### config.mk
export PLATFORM = sky130hd
export DESIGN_NAME = pcmc_clock_mode_ctrl
export DESIGN_NICKNAME = d
export VERILOG_FILES = /design/src/design/pcmc_pkg.sv /design/src/design/pcmc_lock_timer.sv /design/src/design/pcmc_clock_mode_ctrl.sv
export SDC_FILE = /design/constraint.sdc
export NUM_CORES = 1
export LEC_CHECK = 0
export BUFFER_PORTS_ARGS = -buffer_cell sky130_fd_sc_hd__buf_2
export CAP_MARGIN = 5
export CORE_UTILIZATION = 55
export CTS_CLUSTER_DIAMETER = 30
export DETAILED_ROUTE_END_ITERATION = 16
export PLACE_DENSITY = 0.93
export SLEW_MARGIN = 20
export SYNTH_ARGS = -nofsm -noshare
export SYNTH_HDL_FRONTEND = slang
export SYNTH_SLANG_ARGS = --single-unit
### constraint.sdc
create_clock -name SYS_CLK -period 5.55 [get_ports SYS_CLK]
set_input_delay 1.11 -clock SYS_CLK [delete_from_list [all_inputs] [get_ports SYS_CLK]]
set_output_delay 1.11 -clock SYS_CLK [all_outputs]
set_load 0.01 [all_outputs]
### src/design/pcmc_pkg.sv
package pcmc_pkg;

  localparam int          DATA_W         = 16;
  localparam int          ADDR_W         = 16;
  localparam int          LOCK_W         = 8;
  localparam int          PRESCALE       = 16;
  localparam int          RATIO_NUM_W    = 5;
  localparam int          RATIO_DEN_W    = 3;

  // Data memory address of the clock mode register.
  localparam logic [15:0] CMC_ADDR       = 16'h0058;

  // Field positions of the clock mode register.
  localparam int          MULT_MSB       = 15;
  localparam int          MULT_LSB       = 12;
  localparam int          FRAC_BIT       = 11;
  localparam int          COUNT_MSB      = 10;
  localparam int          COUNT_LSB      = 3;
  localparam int          VCO_BIT        = 2;
  localparam int          SEL_BIT        = 1;
  localparam int          FLAG_BIT       = 0;

  localparam logic [3:0]  MULT_TOP       = 4'hf;
  localparam logic [15:0] CMC_RESET      = 16'hf003;

  // Subsystem codes on the access port.
  localparam logic        SUBSYS_FIRST   = 1'b0;

  // Divided-clock half periods, in reference cycles minus one.
  localparam logic [1:0]  HALF_DIV2      = 2'h0;
  localparam logic [1:0]  HALF_DIV4      = 2'h1;

  localparam logic [2:0]  DEN_ONE        = 3'h1;
  localparam logic [2:0]  DEN_TWO        = 3'h2;
  localparam logic [2:0]  DEN_FOUR       = 3'h4;

  typedef struct packed {
    logic [3:0] mult_field;
    logic       frac_select;
    logic [7:0] lock_count;
    logic       vco_force_on;
    logic       pll_mode_select;
    logic       mode_flag;
  } pcmc_mode_reg_t;

  typedef struct packed {
    logic [RATIO_NUM_W-1:0] num;
    logic [RATIO_DEN_W-1:0] den;
  } pcmc_ratio_t;

  typedef struct packed {
    logic              wr;
    logic              rd;
    logic              subsys;
    logic [ADDR_W-1:0] addr;
    logic [DATA_W-1:0] wdata;
  } pcmc_mem_req_t;

  typedef enum logic [1:0] {
    PCMC_DIV,
    PCMC_LOCK,
    PCMC_PLL
  } pcmc_state_t;

  // Output ratio core_clk_out / ref_clk_in as numerator over denominator.
  function automatic pcmc_ratio_t ratio_of(input logic       pll_sel,
                                           input logic       frac,
                                           input logic [3:0] mult);
    pcmc_ratio_t r;
    r = '0;
    if (!pll_sel) begin
      r.num = 5'h01;
      r.den = (mult == MULT_TOP) ? DEN_FOUR : DEN_TWO;
    end else if (!frac) begin
      r.num = (mult == MULT_TOP) ? 5'h01 : ({1'b0, mult} + 5'h01);
      r.den = DEN_ONE;
    end else if (mult[0] == 1'b0) begin
      r.num = {1'b0, mult} + 5'h01;
      r.den = DEN_TWO;
    end else begin
      r.num = {1'b0, mult};
      r.den = DEN_FOUR;
    end
    return r;
  endfunction : ratio_of

endpackage : pcmc_pkg

### src/design/pcmc_lock_timer.sv
`timescale 1ns/1ps

module pcmc_lock_timer #(
  parameter int COUNT_W  = pcmc_pkg::LOCK_W,
  parameter int PRESCALE = pcmc_pkg::PRESCALE
) (
  input  wire logic               clk,
  input  wire logic               rst,
  input  wire logic               load,
  input  wire logic               abort,
  input  wire logic [COUNT_W-1:0] preset,
  output logic                    done
);

  localparam int PRE_W = $clog2(PRESCALE);

  // The prescaler wraps by itself only when its period is a power of two.
  if (COUNT_W < 1 || PRESCALE < 2 || (1 << PRE_W) != PRESCALE) begin : g_bad_param
    $error("pcmc_lock_timer: unsupported width or prescale");
  end

  typedef struct packed {
    logic               run;
    logic               done;
    logic [PRE_W-1:0]   pre;
    logic [COUNT_W-1:0] count;
  } pcmc_timer_st_t;

  pcmc_timer_st_t st_ff;
  pcmc_timer_st_t nxt_st;

  always_comb begin
    nxt_st      = st_ff;
    nxt_st.done = 1'b0;
    if (abort) begin
      nxt_st.run = 1'b0;
    end else if (load) begin
      nxt_st.run   = 1'b1;
      nxt_st.pre   = '0;
      nxt_st.count = preset;
    end else if (st_ff.run) begin
      if (st_ff.count == '0) begin
        nxt_st.run  = 1'b0;
        nxt_st.done = 1'b1;
      end else begin
        nxt_st.pre = st_ff.pre + 1'b1;
        // One decrement per prescaler wrap, so the delay is preset times sixteen cycles.
        if (st_ff.pre == PRE_W'(PRESCALE - 1)) begin
          nxt_st.count = st_ff.count - 1'b1;
        end
      end
    end
  end

  always_ff @(posedge clk) begin
    if (rst) begin
      st_ff <= '0;
    end else begin
      st_ff <= nxt_st;
    end
  end

  assign done = st_ff.done;

endmodule : pcmc_lock_timer

### src/design/pcmc_clock_mode_ctrl.sv
// Contract
// - Divider mode divides the reference clock by 2 or 4, PLL unused.
// - Reset comes up in bypass: output clock equals the reference clock.
// - Only the first subsystem reads or writes the mode register.
// - One 16-bit read/write mode register at data address 0058h.
// - Fields: multiplier 15-12, fraction 11, lock count 10-3, VCO 2, select 1, flag 0.
// - Select bit one chooses PLL mode, zero chooses divider mode.
// - Divider mode ratio is 0.5, or 0.25 when the multiplier field is 15.
// - PLL integer ratio is field plus one, bypass when field is 15.
// - PLL fractional ratio is (field+1)/2 for even field, field/4 for odd.
// - Mode flag shows the mode in use: zero divider, one PLL.
// - VCO runs when force-on or select is one, off only when both zero.
// - In divider mode the PLL fields read back undefined and act on nothing; the code reads them back as last written.
// - Lock timer: 8-bit down-counter from lock count, one step per 16 cycles.
// - Divider to PLL starts the timer; divider clocking persists until zero.
`timescale 1ns/1ps

module pcmc_clock_mode_ctrl (
  input  wire logic                            SYS_CLK,
  input  wire logic                            RST,
  input  wire logic                            MEM_WR,
  input  wire logic                            MEM_RD,
  input  wire logic                            MEM_SUBSYS,
  input  wire logic [pcmc_pkg::ADDR_W-1:0]     MEM_ADDR,
  input  wire logic [pcmc_pkg::DATA_W-1:0]     MEM_WDATA,
  output logic      [pcmc_pkg::DATA_W-1:0]     MEM_RDATA,
  output logic                                 MEM_ACK,
  output logic                                 CORE_CLK_DIV,
  output logic                                 PLL_CLK_SEL,
  output logic                                 VCO_ON,
  output logic      [pcmc_pkg::RATIO_NUM_W-1:0] MULT_NUM,
  output logic      [pcmc_pkg::RATIO_DEN_W-1:0] MULT_DEN,
  output logic                                 LOCK_BUSY
);

  typedef struct packed {
    pcmc_pkg::pcmc_mode_reg_t         cfg;
    pcmc_pkg::pcmc_state_t            mode;
    logic [1:0]                       div_cnt;
    logic                             div_clk;
    logic                             div_by4;
    logic                             pll_sel;
    logic                             vco_on;
    pcmc_pkg::pcmc_ratio_t            ratio;
    logic                             ack;
    logic [pcmc_pkg::DATA_W-1:0]      rdata;
    logic                             load;
    logic                             abort;
    logic                             pend;
    logic                             busy;
  } pcmc_ctrl_st_t;

  pcmc_ctrl_st_t            st_ff;
  pcmc_ctrl_st_t            nxt_st;
  pcmc_pkg::pcmc_mem_req_t  req;
  pcmc_pkg::pcmc_mode_reg_t wr_val;
  logic                     hit;
  logic                     wr_hit;
  logic                     rd_hit;
  logic                     lock_done;
  logic                     toggle;
  logic                     period_end;
  logic                     want_by4;

  assign req.wr     = MEM_WR;
  assign req.rd     = MEM_RD;
  assign req.subsys = MEM_SUBSYS;
  assign req.addr   = MEM_ADDR;
  assign req.wdata  = MEM_WDATA;

  // The second subsystem never decodes the register, so it can neither see nor change it.
  assign hit    = (req.addr == pcmc_pkg::CMC_ADDR) &&
                  (req.subsys == pcmc_pkg::SUBSYS_FIRST);
  assign wr_hit = hit && req.wr;
  assign rd_hit = hit && req.rd && !req.wr;

  // The mode flag is owned by hardware; the written value of bit 0 is dropped.
  assign wr_val = pcmc_pkg::pcmc_mode_reg_t'({req.wdata[pcmc_pkg::DATA_W-1:1], 1'b0});

  // A half period ends after one cycle when dividing by 2, after two when dividing by 4.
  assign toggle     = (st_ff.div_cnt == (st_ff.div_by4 ? pcmc_pkg::HALF_DIV4 : pcmc_pkg::HALF_DIV2));
  assign period_end = toggle && st_ff.div_clk;
  assign want_by4   = (st_ff.cfg.mult_field == pcmc_pkg::MULT_TOP);

  pcmc_lock_timer #(
    .COUNT_W  (pcmc_pkg::LOCK_W),
    .PRESCALE (pcmc_pkg::PRESCALE)
  ) u_lock_timer (
    .clk    (SYS_CLK),
    .rst    (RST),
    .load   (st_ff.load),
    .abort  (st_ff.abort),
    .preset (st_ff.cfg.lock_count),
    .done   (lock_done)
  );

  always_comb begin
    nxt_st       = st_ff;
    nxt_st.ack   = 1'b0;
    nxt_st.load  = 1'b0;
    nxt_st.abort = 1'b0;

    // Register port: one-cycle acknowledge, read data registered.
    if (wr_hit || rd_hit) begin
      nxt_st.ack = 1'b1;
    end
    if (rd_hit) begin
      nxt_st.rdata = st_ff.cfg;
    end
    if (wr_hit) begin
      nxt_st.cfg           = wr_val;
      nxt_st.cfg.mode_flag = st_ff.cfg.mode_flag;
    end

    // Divided reference clock; parked low while the PLL clocks the core.
    if (st_ff.mode == pcmc_pkg::PCMC_PLL) begin
      nxt_st.div_cnt = '0;
      nxt_st.div_clk = 1'b0;
    end else if (toggle) begin
      nxt_st.div_cnt = '0;
      nxt_st.div_clk = !st_ff.div_clk;
      if (period_end) begin
        nxt_st.div_by4 = want_by4;
      end
    end else begin
      nxt_st.div_cnt = st_ff.div_cnt + 2'h1;
    end

    case (st_ff.mode)
      pcmc_pkg::PCMC_DIV: begin
        if (wr_hit && wr_val.pll_mode_select) begin
          nxt_st.mode = pcmc_pkg::PCMC_LOCK;
          nxt_st.load = 1'b1;
        end
      end
      pcmc_pkg::PCMC_LOCK: begin
        if (wr_hit && !wr_val.pll_mode_select) begin
          nxt_st.mode  = pcmc_pkg::PCMC_DIV;
          nxt_st.abort = 1'b1;
        end else if (lock_done || st_ff.pend) begin
          // The selector stays on the divider until its period ends, so no high phase is cut.
          nxt_st.pend = 1'b1;
          if (period_end) begin
            nxt_st.mode          = pcmc_pkg::PCMC_PLL;
            nxt_st.cfg.mode_flag = 1'b1;
          end
        end
      end
      pcmc_pkg::PCMC_PLL: begin
        if (wr_hit && !wr_val.pll_mode_select) begin
          // Leaving the PLL needs no lock time; the divider restarts from low.
          nxt_st.mode          = pcmc_pkg::PCMC_DIV;
          nxt_st.cfg.mode_flag = 1'b0;
          nxt_st.div_cnt       = '0;
          nxt_st.div_by4       = (wr_val.mult_field == pcmc_pkg::MULT_TOP);
        end
      end
      default: begin
        nxt_st.mode = pcmc_pkg::PCMC_DIV;
      end
    endcase

    nxt_st.pend    = (nxt_st.mode == pcmc_pkg::PCMC_LOCK) && nxt_st.pend;
    nxt_st.pll_sel = (nxt_st.mode == pcmc_pkg::PCMC_PLL);
    nxt_st.busy    = (nxt_st.mode == pcmc_pkg::PCMC_LOCK);
    if (nxt_st.mode == pcmc_pkg::PCMC_PLL) begin
      nxt_st.ratio = pcmc_pkg::ratio_of(1'b1, nxt_st.cfg.frac_select,
                                        nxt_st.cfg.mult_field);
    end else begin
      // Multiplier and fraction fields do not steer the divider beyond the /4 choice.
      nxt_st.ratio = pcmc_pkg::ratio_of(1'b0, 1'b0,
                                        nxt_st.div_by4 ? pcmc_pkg::MULT_TOP : 4'h0);
    end
    nxt_st.vco_on = nxt_st.cfg.vco_force_on || nxt_st.cfg.pll_mode_select;
  end

  always_ff @(posedge SYS_CLK) begin
    if (RST) begin
      st_ff         <= '0;
      st_ff.cfg     <= pcmc_pkg::pcmc_mode_reg_t'(pcmc_pkg::CMC_RESET);
      st_ff.mode    <= pcmc_pkg::PCMC_PLL;
      st_ff.pll_sel <= 1'b1;
      st_ff.vco_on  <= 1'b1;
      st_ff.ratio   <= pcmc_pkg::ratio_of(1'b1, 1'b0, pcmc_pkg::MULT_TOP);
    end else begin
      st_ff <= nxt_st;
    end
  end

  assign MEM_RDATA    = st_ff.rdata;
  assign MEM_ACK      = st_ff.ack;
  assign CORE_CLK_DIV = st_ff.div_clk;
  assign PLL_CLK_SEL  = st_ff.pll_sel;
  assign VCO_ON       = st_ff.vco_on;
  assign MULT_NUM     = st_ff.ratio.num;
  assign MULT_DEN     = st_ff.ratio.den;
  assign LOCK_BUSY    = st_ff.busy;

endmodule : pcmc_clock_mode_ctrl

## After elaboration in Yosys (flattened, before gate mapping)

Cells that the tools add are included.
Widths: inputs -> output; s select.

| cells by class | value |
|---|---|
| add/sub/neg operators | 4 |
| multipliers | 0 |
| divide/modulo/power cells | 0 |
| $lt $le $gt $ge | 0 |
| eq/ne operators | 12 |
| shifts and indexed selects | 0 |
| mux-type cells | 36 |
| bitwise logic cells | 6 |
| reduce and logical (&&, ||, !) cells | 26 |

Operators with widths:

| operator | number |
|---|---|
| $mux 12 | 2 |
| $mux 8 | 3 |
| $eq 4x4->1 const B | 5 |
| $eq 16x7->1 const B | 1 |
| $mux 16 | 1 |
| $mux 3 | 5 |
| $mux 14 | 1 |
| $mux 1 | 13 |
| $mux 2 | 6 |
| $mux 5 | 2 |
| $reduce_or 2->1 | 5 |
| $logic_and 1x1->1 | 8 |
| $logic_not 8->1 | 1 |
| $sub 8x1->8 const B | 1 |
| $not 1->1 | 6 |
| $pmux 2 s3 | 1 |
| $add 4x1->5 const B | 1 |
| $add 4x1->4 const B | 1 |
| $eq 2x1->1 const B | 2 |
| $eq 2x2->1 const B | 2 |
| $mux 4 | 1 |
| $reduce_and 4->1 | 1 |
| $reduce_bool 2->1 | 2 |
| $reduce_or 4->1 | 1 |
| other kinds (8) | 12 |

| storage, ports and cells | value |
|---|---|
| register bits | 67 |
| latch bits | 0 |
| RAM bits | 0 |
| ROM bits | 0 |
| input bits | 37 |
| output and inout bits | 29 |
| logic and storage cells | 108 |
| memories | 0 |

## Longest topological paths before layout

Gate-level depths: netlist of the first run.

| depth | value |
|---|---|
| depth after elaboration | 12 |
| depth in mapped cells | 10 |
| gate-level depth less buffers | 8 |

## By module

A second synthesis of the first run with hierarchy kept.

| unflattened totals | value |
|---|---|
| cell total of the unflattened synthesis | 380 |
| area, all modules | 3225.6 um2 |

Modules (own cells, without submodules):

| module | times used | cells an instance | area an instance (um2) | seq. area each (um2) |
|---|---|---|---|---|
| pcmc_clock_mode_ctrl | 1 | 284 | 2428.6 | 1061.0 |
| pcmc_lock_timer | 1 | 96 | 797.0 | 280.3 |

## Worst setup path after synthesis of the first run

Ideal clock, no wire load.

| timing | value |
|---|---|
| path kind | input-to-reg |
| start | in MEM_ADDR[12] (netlist name) |
| end | reg st_ff, in the netlist MULT_NUM[3] |
| setup time | 0.070 ns |
| arrival | 3.016 ns |
| data required time | 5.480 ns |
| path slack | 2.464 ns |
| stages | 8 |
| buffers on the path | 1 |
| cells stage by stage | or3_4 > nor4_4 > and3_1 > buf_6 > mux2_2 > ha_1 > a311o_1 > a21oi_1 |

RTL lines:

| element | RTL line | RTL |
|---|---|---|
| start, declared | pcmc_clock_mode_ctrl.sv:24 | `input wire logic [pcmc_pkg::ADDR_W-1:0] MEM_ADDR,` |
| end signal, assigned | pcmc_clock_mode_ctrl.sv:186 | `st_ff <= nxt_st;` |
| end, declared | pcmc_clock_mode_ctrl.sv:53 | `pcmc_ctrl_st_t st_ff;` |

==> impl_metrics.xml, run 1 <==
<?xml version="1.0" encoding="UTF-8"?>
<metrics>
  <group name="outcome">
    <metric name="outcome" unit="">finished, final reports clean</metric>
  </group>
  <group name="synth">
    <metric name="synthesis.area_per_instance" unit="sq um">8.77</metric>
    <metric name="syn-num-nets" unit="">388</metric>
    <metric name="yosysTopAreaCell" unit="">sky130_fd_sc_hd__dfxtp_1</metric>
    <metric name="synth-seq-cells" unit="">67</metric>
    <metric name="synth-main-ff-cell" unit="">sky130_fd_sc_hd__dfxtp_1</metric>
    <metric name="mappedNetlistArea" unit="sq um">3040</metric>
    <metric name="synth_cell_type_count" unit="">52</metric>
    <metric name="seq_area_frac_synth" unit="%">44.1</metric>
    <metric name="yosysTopAreaCellShare" unit="%">44.1</metric>
    <metric name="ys.warnings.count" unit="">0</metric>
    <metric name="synth.top_cells.by_area" unit="">sky130_fd_sc_hd__dfxtp_1, sky130_fd_sc_hd__mux2i_1, sky130_fd_sc_hd__buf_4</metric>
    <metric name="asyncSetResetFlopFracSynth" unit="%">0</metric>
    <metric name="synth-edff-count" unit="">0</metric>
    <metric name="post_synth_inst_count" unit="">347</metric>
  </group>
  <group name="global_routing">
    <metric name="overflow" unit="">0</metric>
    <metric name="number_of_antenna_violations_at_the_first_check_in_global_routing" unit="">0</metric>
    <metric name="grt_pass1_vias" unit="">2367</metric>
    <metric name="grt_first_pass_wirelength" unit="microns">10700</metric>
    <metric name="globalRouteTotalUtil" unit="%">23.1</metric>
    <metric name="grt_start_max_net_pins" unit="">56</metric>
  </group>
  <group name="clock_network">
    <metric name="clock_sink_count" unit="">67</metric>
    <metric name="postCtsHoldBufs" unit="">0</metric>
    <metric name="clock_insertion_delay_worst_skew" unit="ns">0.34</metric>
    <metric name="post-cts-setup-buffer-count" unit="">0</metric>
    <metric name="htree_levels" unit="">3</metric>
    <metric name="cts_root_buf" unit="">sky130_fd_sc_hd__clkbuf_8</metric>
    <metric name="cts_tree" unit="">built</metric>
    <metric name="cts_buffer_depth" unit="">2</metric>
    <metric name="cts-resized-gates" unit="">0</metric>
    <metric name="cts-buffers-inserted" unit="">9</metric>
    <metric name="clk_pin_slew_worst_paths" unit="ns">0.06</metric>
  </group>
  <group name="timing">
    <metric name="timing_hold_violations_final" unit="">0</metric>
    <metric name="tightestPinTransition" unit="ns">0.966</metric>
    <metric name="slew_violations" unit="">0</metric>
    <metric name="unrepaired_setup_endpoints_after_global_routing" unit="">no</metric>
    <metric name="final_period_minus_worst_setup_slack" unit="ns">3.53</metric>
    <metric name="clock_skew" unit="ns">0.00528</metric>
    <metric name="final_min_period_over_clock_period" unit="%">63.6</metric>
    <metric name="max_freq" unit="GHz">0.283</metric>
    <metric name="count_of_endpoints_failing_setup_in_the_final_report" unit="">0</metric>
    <metric name="totalNegativeSetupSlack" unit="ns">0</metric>
    <metric name="slew_headroom" unit="%">35.6</metric>
  </group>
  <group name="finish">
    <metric name="layout_commonest_cell" unit="">sky130_fd_sc_hd__dfxtp_1</metric>
    <metric name="share_of_cells_above_drive_strength_1" unit="%">22.1</metric>
    <metric name="layout.core_utilization" unit="%">64.4</metric>
    <metric name="design_area" unit="sq um">3350</metric>
    <metric name="layout.cells.most_common_list" unit="">sky130_fd_sc_hd__dfxtp_1, sky130_fd_sc_hd__buf_2, sky130_fd_sc_hd__nor2_1</metric>
    <metric name="fill_cells" unit="">446</metric>
    <metric name="instances_no_fill" unit="">454</metric>
    <metric name="antennaDiodeCount" unit="">0</metric>
    <metric name="final_nets" unit="">423</metric>
    <metric name="area_growth" unit="%">10.1</metric>
  </group>
  <group name="floorplanning">
    <metric name="fp.dieArea" unit="sq um">5840</metric>
    <metric name="chipHeight" unit="microns">76.4</metric>
    <metric name="ioPinCount" unit="">66</metric>
    <metric name="num_rows" unit="">26</metric>
    <metric name="effective_utilization_at_floorplan" unit="%">58.5</metric>
    <metric name="floorplan.die.width" unit="microns">76.4</metric>
    <metric name="core" unit="sq um">5200</metric>
  </group>
  <group name="route">
    <metric name="drt_first_pass_iters" unit="">4</metric>
    <metric name="post-route-drc-count" unit="">0</metric>
    <metric name="routedWlPerCell" unit="microns">13.9</metric>
    <metric name="detailroute.via_count" unit="">2495</metric>
    <metric name="routed_via_density" unit="">5.50</metric>
    <metric name="dr.first_iter.drc_count" unit="">138</metric>
    <metric name="detail-route-antenna-nets" unit="">0</metric>
    <metric name="drt_wl_total" unit="microns">6310</metric>
  </group>
  <group name="worst_setup_path">
    <metric name="crit-reg2reg-launch" unit="">st_ff[33]$_SDFF_PP0_</metric>
    <metric name="crit_required" unit="ns">5.81</metric>
    <metric name="worstSetupStartpointType" unit="">input pin</metric>
    <metric name="worstPathCellList" unit="">buf_2 -&gt; or3_4 -&gt; nor4_4 -&gt; and3_1 -&gt; mux2i_1 -&gt; inv_1 -&gt; ha_1 -&gt; a311o_1 -&gt; a21oi_1</metric>
    <metric name="reg2regPathDepth" unit="">6</metric>
    <metric name="crit_slowest_cell" unit="">sky130_fd_sc_hd__and3_1</metric>
    <metric name="regToRegSetupSlack" unit="ns">3.32</metric>
    <metric name="crit_start" unit="">MEM_ADDR[12]</metric>
    <metric name="worst_ep_arrival" unit="ns">3.79</metric>
    <metric name="critical_path_class" unit="">input pin to register</metric>
    <metric name="worstPathBufferInverterCount" unit="">2</metric>
    <metric name="timing.critical_path.to_type" unit="">register</metric>
    <metric name="reg2reg_to" unit="">MULT_DEN[1]$_SDFF_PP0_</metric>
    <metric name="critical_path_peak_fanout" unit="">18</metric>
    <metric name="timing.critical_path.slowest_cell_delay" unit="ns">0.77</metric>
    <metric name="cp_top_family" unit="">simple AND/OR/NAND/NOR gates</metric>
  </group>
  <group name="worst_hold_path">
    <metric name="min_from" unit="">st_ff[46]$_SDFFE_PP0N_</metric>
    <metric name="hold_depth" unit="">2</metric>
    <metric name="worst_hold_path.endpoint" unit="">st_ff[46]$_SDFFE_PP0N_</metric>
    <metric name="hold_class" unit="">register to register</metric>
  </group>
  <group name="power_and_ir_drop">
    <metric name="peakVddDrop" unit="V">0.000188</metric>
    <metric name="power.static_leakage" unit="uW">0.00145</metric>
    <metric name="power.density_cell_area" unit="nW/um^2">250</metric>
    <metric name="design_power_total" unit="uW">838</metric>
  </group>
  <group name="place">
    <metric name="detailedPlacementHpwl" unit="microns">4290</metric>
    <metric name="count_of_port_buffers_added_during_placement" unit="">64</metric>
    <metric name="placedInstanceArea" unit="sq um">3200</metric>
    <metric name="gp_routability_congestion" unit="">0.914</metric>
    <metric name="placed_cells_incl_taps" unit="">441</metric>
  </group>
  <group name="job">
    <metric name="drv_cap" unit="">0</metric>
  </group>
</metrics>
## worst min-delay path, cell delays in order, from the launching register on
cell and delay (ns):
sky130_fd_sc_hd__dfxtp_1 0.32, sky130_fd_sc_hd__nand2_1 0.06, sky130_fd_sc_hd__a21oi_1 0.05
## state kept, by name, indices dropped and copies added (netlist names)
register / cells
st_ff: 24
MEM_RDATA: 16
u_lock_timer.st_ff: 13
MULT_NUM: 5
MULT_DEN: 3
CORE_CLK_DIV: 1
LOCK_BUSY: 1
MEM_ACK: 1
PLL_CLK_SEL: 1
VCO_ON: 1
u_lock_timer.done: 1
## cell families (layout without fill, tap and decap cells)
| kind of cell | Yosys count | after routing | share of synthesized area [%] |
|---|---|---|---|
| XOR/XNOR | 4 | 4 | 1.15 |
| multiplexers | 25 | 25 | 8.43 |
| flip-flops | 67 | 67 | 44.1 |
| AND/OR/NAND/NOR | 142 | 142 | 23.9 |
| buffers and inverters | 48 | 85 | 9.17 |
| adder cells (fa/ha/maj) | 4 | 4 | 1.64 |
| AO/OA/AOI/OAI | 57 | 57 | 11.7 |
## cells in the mapped netlist (3+ instances only)
library cell,n
sky130_fd_sc_hd__nand2_1,33
sky130_fd_sc_hd__and3_1,5
sky130_fd_sc_hd__nor2b_1,4
sky130_fd_sc_hd__or2_2,4
sky130_fd_sc_hd__nand3_1,4
sky130_fd_sc_hd__a211oi_1,3
sky130_fd_sc_hd__o21ai_0,10
sky130_fd_sc_hd__or4_1,3
sky130_fd_sc_hd__dfxtp_1,67
sky130_fd_sc_hd__nor2_1,47
sky130_fd_sc_hd__nand4_1,5
sky130_fd_sc_hd__ha_1,4
sky130_fd_sc_hd__inv_1,8
sky130_fd_sc_hd__a21oi_1,24
sky130_fd_sc_hd__a31oi_1,3
sky130_fd_sc_hd__nor4_1,3
sky130_fd_sc_hd__clkbuf_1,14
sky130_fd_sc_hd__buf_4,24
sky130_fd_sc_hd__nand2b_1,6
sky130_fd_sc_hd__nor3_1,12
sky130_fd_sc_hd__nand3b_1,3
sky130_fd_sc_hd__mux2i_1,22
## per-layer routing
| layer | GRT usage, % | up-vias | routed length, microns |
|---|---|---|---|
| met5 | 0 | - | 0 |
| li1 | - | 1253 | - |
| met4 | 11.2 | 0 | 112 |
| met3 | 8.14 | 11 | 353 |
| met1 | 27.2 | 1157 | 2770 |
| met2 | 37.4 | 74 | 3070 |
## through the flow
step | hold slack, ns | worst slack [ns]
floorplan | 0.443 | 2.46
CTS | 0.476 | 2.05
global route | 0.501 | 1.82
detailed placement | 0.470 | 1.70
finish | 0.471 | 2.02
global placement | 0.458 | 1.77
## where the power goes
group | switching, uW | internal (uW) | total [uW]
clock | 163 | 167 | 330
sequential | 0.000698 | 481 | 481
combinational | 15.3 | 11.7 | 27.0
## cell type report
cell class                 count  area, sq um  share of cell area [%]
clock buffer                  13          149                    4.44
timing repair buffer          64          320                    9.56
sequential                    67         1340                    40.0
inverter                       8         30.0                   0.896
tap                           70         87.6                    2.61
multi-input combinational    232         1420                    42.5
## worst max path at each step
stage | end | slack, ns | depth (start not counted)
floorplan | MULT_NUM[3]$_SDFF_PP0_ | 2.46 | 8
global placement | MULT_NUM[3]$_SDFF_PP0_ | 1.77 | 8
finish | MULT_NUM[3]$_SDFF_PP0_ | 2.02 | 9
CTS | MULT_NUM[3]$_SDFF_PP0_ | 2.05 | 9
global route | MULT_NUM[3]$_SDFF_PP0_ | 1.82 | 9
detailed placement | MULT_NUM[3]$_SDFF_PP0_ | 1.70 | 9
Note: power is estimated with default switching activity, not from simulation.
==> run 2: changes to the inputs <==
--- a/config.mk
+++ b/config.mk
@@ -7,10 +7,10 @@
 export LEC_CHECK = 0
 export BUFFER_PORTS_ARGS = -buffer_cell sky130_fd_sc_hd__buf_2
 export CAP_MARGIN = 5
-export CORE_UTILIZATION = 55
+export CORE_UTILIZATION = 49
 export CTS_CLUSTER_DIAMETER = 30
 export DETAILED_ROUTE_END_ITERATION = 16
-export PLACE_DENSITY = 0.93
+export PLACE_DENSITY = 0.88
 export SLEW_MARGIN = 20
 export SYNTH_ARGS = -nofsm -noshare
 export SYNTH_HDL_FRONTEND = slang
==> constraint.sdc (replaced) <==
create_clock -name SYS_CLK -period 3 [get_ports SYS_CLK]
set_input_delay 0.6 -clock SYS_CLK [delete_from_list [all_inputs] [get_ports SYS_CLK]]
set_output_delay 0.6 -clock SYS_CLK [all_outputs]
set_load 0.01 [all_outputs]
==> run 2 against run 1 <==
Against the previous run:
- combinational power up 89%
- first-iteration DRC count up 27%
- clock-buffer cell count decreased by 2
- via count grew 2.4%
- die area is 12% higher
- routed wire length increased by 3.0%
- sequential power up 85%
- final cell count is 3.1% higher
- setup slack worse by 1.6 ns
- cell area up 2.6%
- critical path type unchanged
==> impl_metrics.xml, run 2 (synthesis gave the netlist of run 1 again) <==
<?xml version="1.0" encoding="UTF-8"?>
<metrics>
  <group name="clock_network">
    <metric name="clock_insertion_delay_worst_skew" unit="ns">0.34</metric>
    <metric name="cts_root_buf" unit="">sky130_fd_sc_hd__clkbuf_8</metric>
    <metric name="clk_pin_slew_worst_paths" unit="ns">0.07</metric>
    <metric name="cts-buffers-inserted" unit="">9</metric>
    <metric name="cts_buffer_depth" unit="">2</metric>
    <metric name="cts-resized-gates" unit="">0</metric>
    <metric name="htree_levels" unit="">3</metric>
    <metric name="cts_tree" unit="">built</metric>
    <metric name="clock_sink_count" unit="">67</metric>
    <metric name="post-cts-setup-buffer-count" unit="">0</metric>
    <metric name="postCtsHoldBufs" unit="">0</metric>
  </group>
  <group name="finish">
    <metric name="design_area" unit="sq um">3440</metric>
    <metric name="layout.cells.most_common_list" unit="">sky130_fd_sc_hd__dfxtp_1, sky130_fd_sc_hd__buf_2, sky130_fd_sc_hd__nor2_1</metric>
    <metric name="final_nets" unit="">429</metric>
    <metric name="layout_commonest_cell" unit="">sky130_fd_sc_hd__dfxtp_1</metric>
    <metric name="area_growth" unit="%">13.0</metric>
    <metric name="share_of_cells_above_drive_strength_1" unit="%">24.2</metric>
    <metric name="instances_no_fill" unit="">468</metric>
    <metric name="largest_register" unit="">st_ff</metric>
    <metric name="antennaDiodeCount" unit="">0</metric>
    <metric name="max_ffs_per_register" unit="">24</metric>
  </group>
  <group name="worst_hold_path">
    <metric name="hold_class" unit="">register to register</metric>
    <metric name="worst_hold_path.endpoint" unit="">st_ff[41]$_SDFFE_PP0N_</metric>
    <metric name="min_from" unit="">st_ff[41]$_SDFFE_PP0N_</metric>
    <metric name="hold_depth" unit="">2</metric>
  </group>
  <group name="timing">
    <metric name="slew_headroom" unit="%">59.6</metric>
    <metric name="final_period_minus_worst_setup_slack" unit="ns">2.54</metric>
    <metric name="unrepaired_setup_endpoints_after_global_routing" unit="">no</metric>
    <metric name="max_freq" unit="GHz">0.394</metric>
    <metric name="count_of_endpoints_failing_setup_in_the_final_report" unit="">0</metric>
    <metric name="slew_violations" unit="">0</metric>
    <metric name="timing_hold_violations_final" unit="">0</metric>
    <metric name="final_min_period_over_clock_period" unit="%">84.5</metric>
    <metric name="tightestPinTransition" unit="ns">0.605</metric>
    <metric name="totalNegativeSetupSlack" unit="ns">0</metric>
    <metric name="clock_skew" unit="ns">0.00821</metric>
  </group>
  <group name="global_routing">
    <metric name="overflow" unit="">0</metric>
    <metric name="number_of_antenna_violations_at_the_first_check_in_global_routing" unit="">0</metric>
    <metric name="grt_pass1_vias" unit="">2308</metric>
    <metric name="grt_first_pass_wirelength" unit="microns">10500</metric>
    <metric name="grt_start_max_net_pins" unit="">33</metric>
    <metric name="globalRouteTotalUtil" unit="%">21.4</metric>
  </group>
  <group name="job">
    <metric name="drv_cap" unit="">0</metric>
  </group>
  <group name="floorplanning">
    <metric name="ioPinCount" unit="">66</metric>
    <metric name="core" unit="sq um">5960</metric>
    <metric name="effective_utilization_at_floorplan" unit="%">51.1</metric>
    <metric name="chipHeight" unit="microns">80.8</metric>
    <metric name="num_rows" unit="">28</metric>
    <metric name="floorplan.die.width" unit="microns">80.8</metric>
    <metric name="fp.dieArea" unit="sq um">6530</metric>
  </group>
  <group name="worst_setup_path">
    <metric name="timing.critical_path.to_type" unit="">register</metric>
    <metric name="crit_slowest_cell" unit="">sky130_fd_sc_hd__mux2i_2</metric>
    <metric name="worstPathBufferInverterCount" unit="">2</metric>
    <metric name="critical_path_peak_fanout" unit="">8</metric>
    <metric name="reg2reg_to" unit="">MULT_DEN[1]$_SDFF_PP0_</metric>
    <metric name="critical_path_cell_count" unit="">8</metric>
    <metric name="regToRegSetupSlack" unit="ns">0.73</metric>
    <metric name="crit_required" unit="ns">3.24</metric>
    <metric name="reg2regPathDepth" unit="">6</metric>
    <metric name="worstPathCellList" unit="">buf_2 -&gt; nor4_1 -&gt; and4_1 -&gt; and3_1 -&gt; buf_4 -&gt; mux2i_2 -&gt; or3b_1 -&gt; a21bo_1</metric>
    <metric name="worstSetupStartpointType" unit="">input pin</metric>
    <metric name="worst_ep_arrival" unit="ns">2.78</metric>
    <metric name="timing.critical_path.slowest_cell_delay" unit="ns">0.46</metric>
    <metric name="critical_path_class" unit="">input pin to register</metric>
    <metric name="crit-reg2reg-launch" unit="">st_ff[33]$_SDFF_PP0_</metric>
    <metric name="cp_top_family" unit="">simple AND/OR/NAND/NOR gates</metric>
  </group>
  <group name="route">
    <metric name="dr.first_iter.drc_count" unit="">175</metric>
    <metric name="post-route-drc-count" unit="">0</metric>
    <metric name="drt_wl_total" unit="microns">6500</metric>
    <metric name="detailroute.via_count" unit="">2556</metric>
    <metric name="drt_first_pass_iters" unit="">4</metric>
    <metric name="routedWlPerCell" unit="microns">13.9</metric>
    <metric name="routed_via_density" unit="">5.46</metric>
    <metric name="detail-route-antenna-nets" unit="">0</metric>
  </group>
  <group name="power_and_ir_drop">
    <metric name="peakVddDrop" unit="V">0.000322</metric>
    <metric name="power.static_leakage" unit="uW">0.00151</metric>
    <metric name="power.density_cell_area" unit="nW/um^2">479</metric>
  </group>
  <group name="place">
    <metric name="count_of_port_buffers_added_during_placement" unit="">64</metric>
    <metric name="placed_cells_incl_taps" unit="">452</metric>
    <metric name="placedInstanceArea" unit="sq um">3250</metric>
    <metric name="detailedPlacementHpwl" unit="microns">4550</metric>
    <metric name="gp_routability_congestion" unit="">0.853</metric>
  </group>
  <group name="outcome">
    <metric name="outcome" unit="">finished, final reports clean</metric>
  </group>
</metrics>
==> run 2: cell count changes in the layout (fill, tap and decap cells not counted), sizes merged <==
cell,previous run,this run
buf,64,70
bufinv,0,1
clkbuf,13,11
clkinv,0,4
==> run 2: area by class of cell <==
class                           count  area, sq um
Clock buffer                       11          131
Clock inverter                      5         53.8
Fill cell                         545         2520
Inverter                            8         30.0
Multi-Input combinational cell    232         1420
Sequential cell                    67         1340
Tap cell                           75         93.8
Timing Repair Buffer               70          365
==> run 2: through the flow <==
| stage | total power, uW | utilization [%] | hold WS (ns) | worst slack, ns |
|---|---|---|---|---|
| 6_report | 1650 | 57.8 | 0.474 | 0.464 |
| 5_1_grt | 1710 | 57.8 | 0.476 | 0.315 |
| 4_1_cts | 1660 | 57.8 | 0.475 | 0.514 |
| 3_5_place_dp | 960 | 54.6 | 0.463 | 0.147 |
| 3_3_place_gp | 958 | 54.6 | 0.458 | 0.229 |
| 2_1_floorplan | 928 | - | 0.443 | 0.424 |
==> run 2: how the worst max path moves through the flow <==
stage / endpoint / from / slack (ns)
after floorplan: MULT_NUM[3]$_SDFF_PP0_ / MEM_ADDR[12] / 0.42
after global placement: MULT_DEN[1]$_SDFF_PP0_ / MEM_ADDR[8] / 0.23
after detailed placement: MULT_DEN[1]$_SDFF_PP0_ / MEM_ADDR[8] / 0.15
after CTS: MULT_DEN[1]$_SDFF_PP0_ / MEM_ADDR[8] / 0.51
after global routing: MULT_NUM[3]$_SDFF_PP0_ / MEM_ADDR[8] / 0.31
final: MULT_DEN[1]$_SDFF_PP0_ / MEM_ADDR[8] / 0.46
==> run 2: tightest hold or removal path, stage by stage (launching register included) <==
cell,delay (ns)
sky130_fd_sc_hd__dfxtp_1,0.32
sky130_fd_sc_hd__nand2_1,0.05
sky130_fd_sc_hd__a21oi_1,0.05
==> run 2: layer usage <==
layer	global-route usage, %	share of wire, %
met1	24.4	43
met2	36.1	50
met3	7.98	4.4
met4	8.75	1.7
met5	0	0
==> run 2: power by group <==
group	switching (uW)	internal, uW
sequential	0.00140	889
clock	325	381
combinational	28.3	22.6
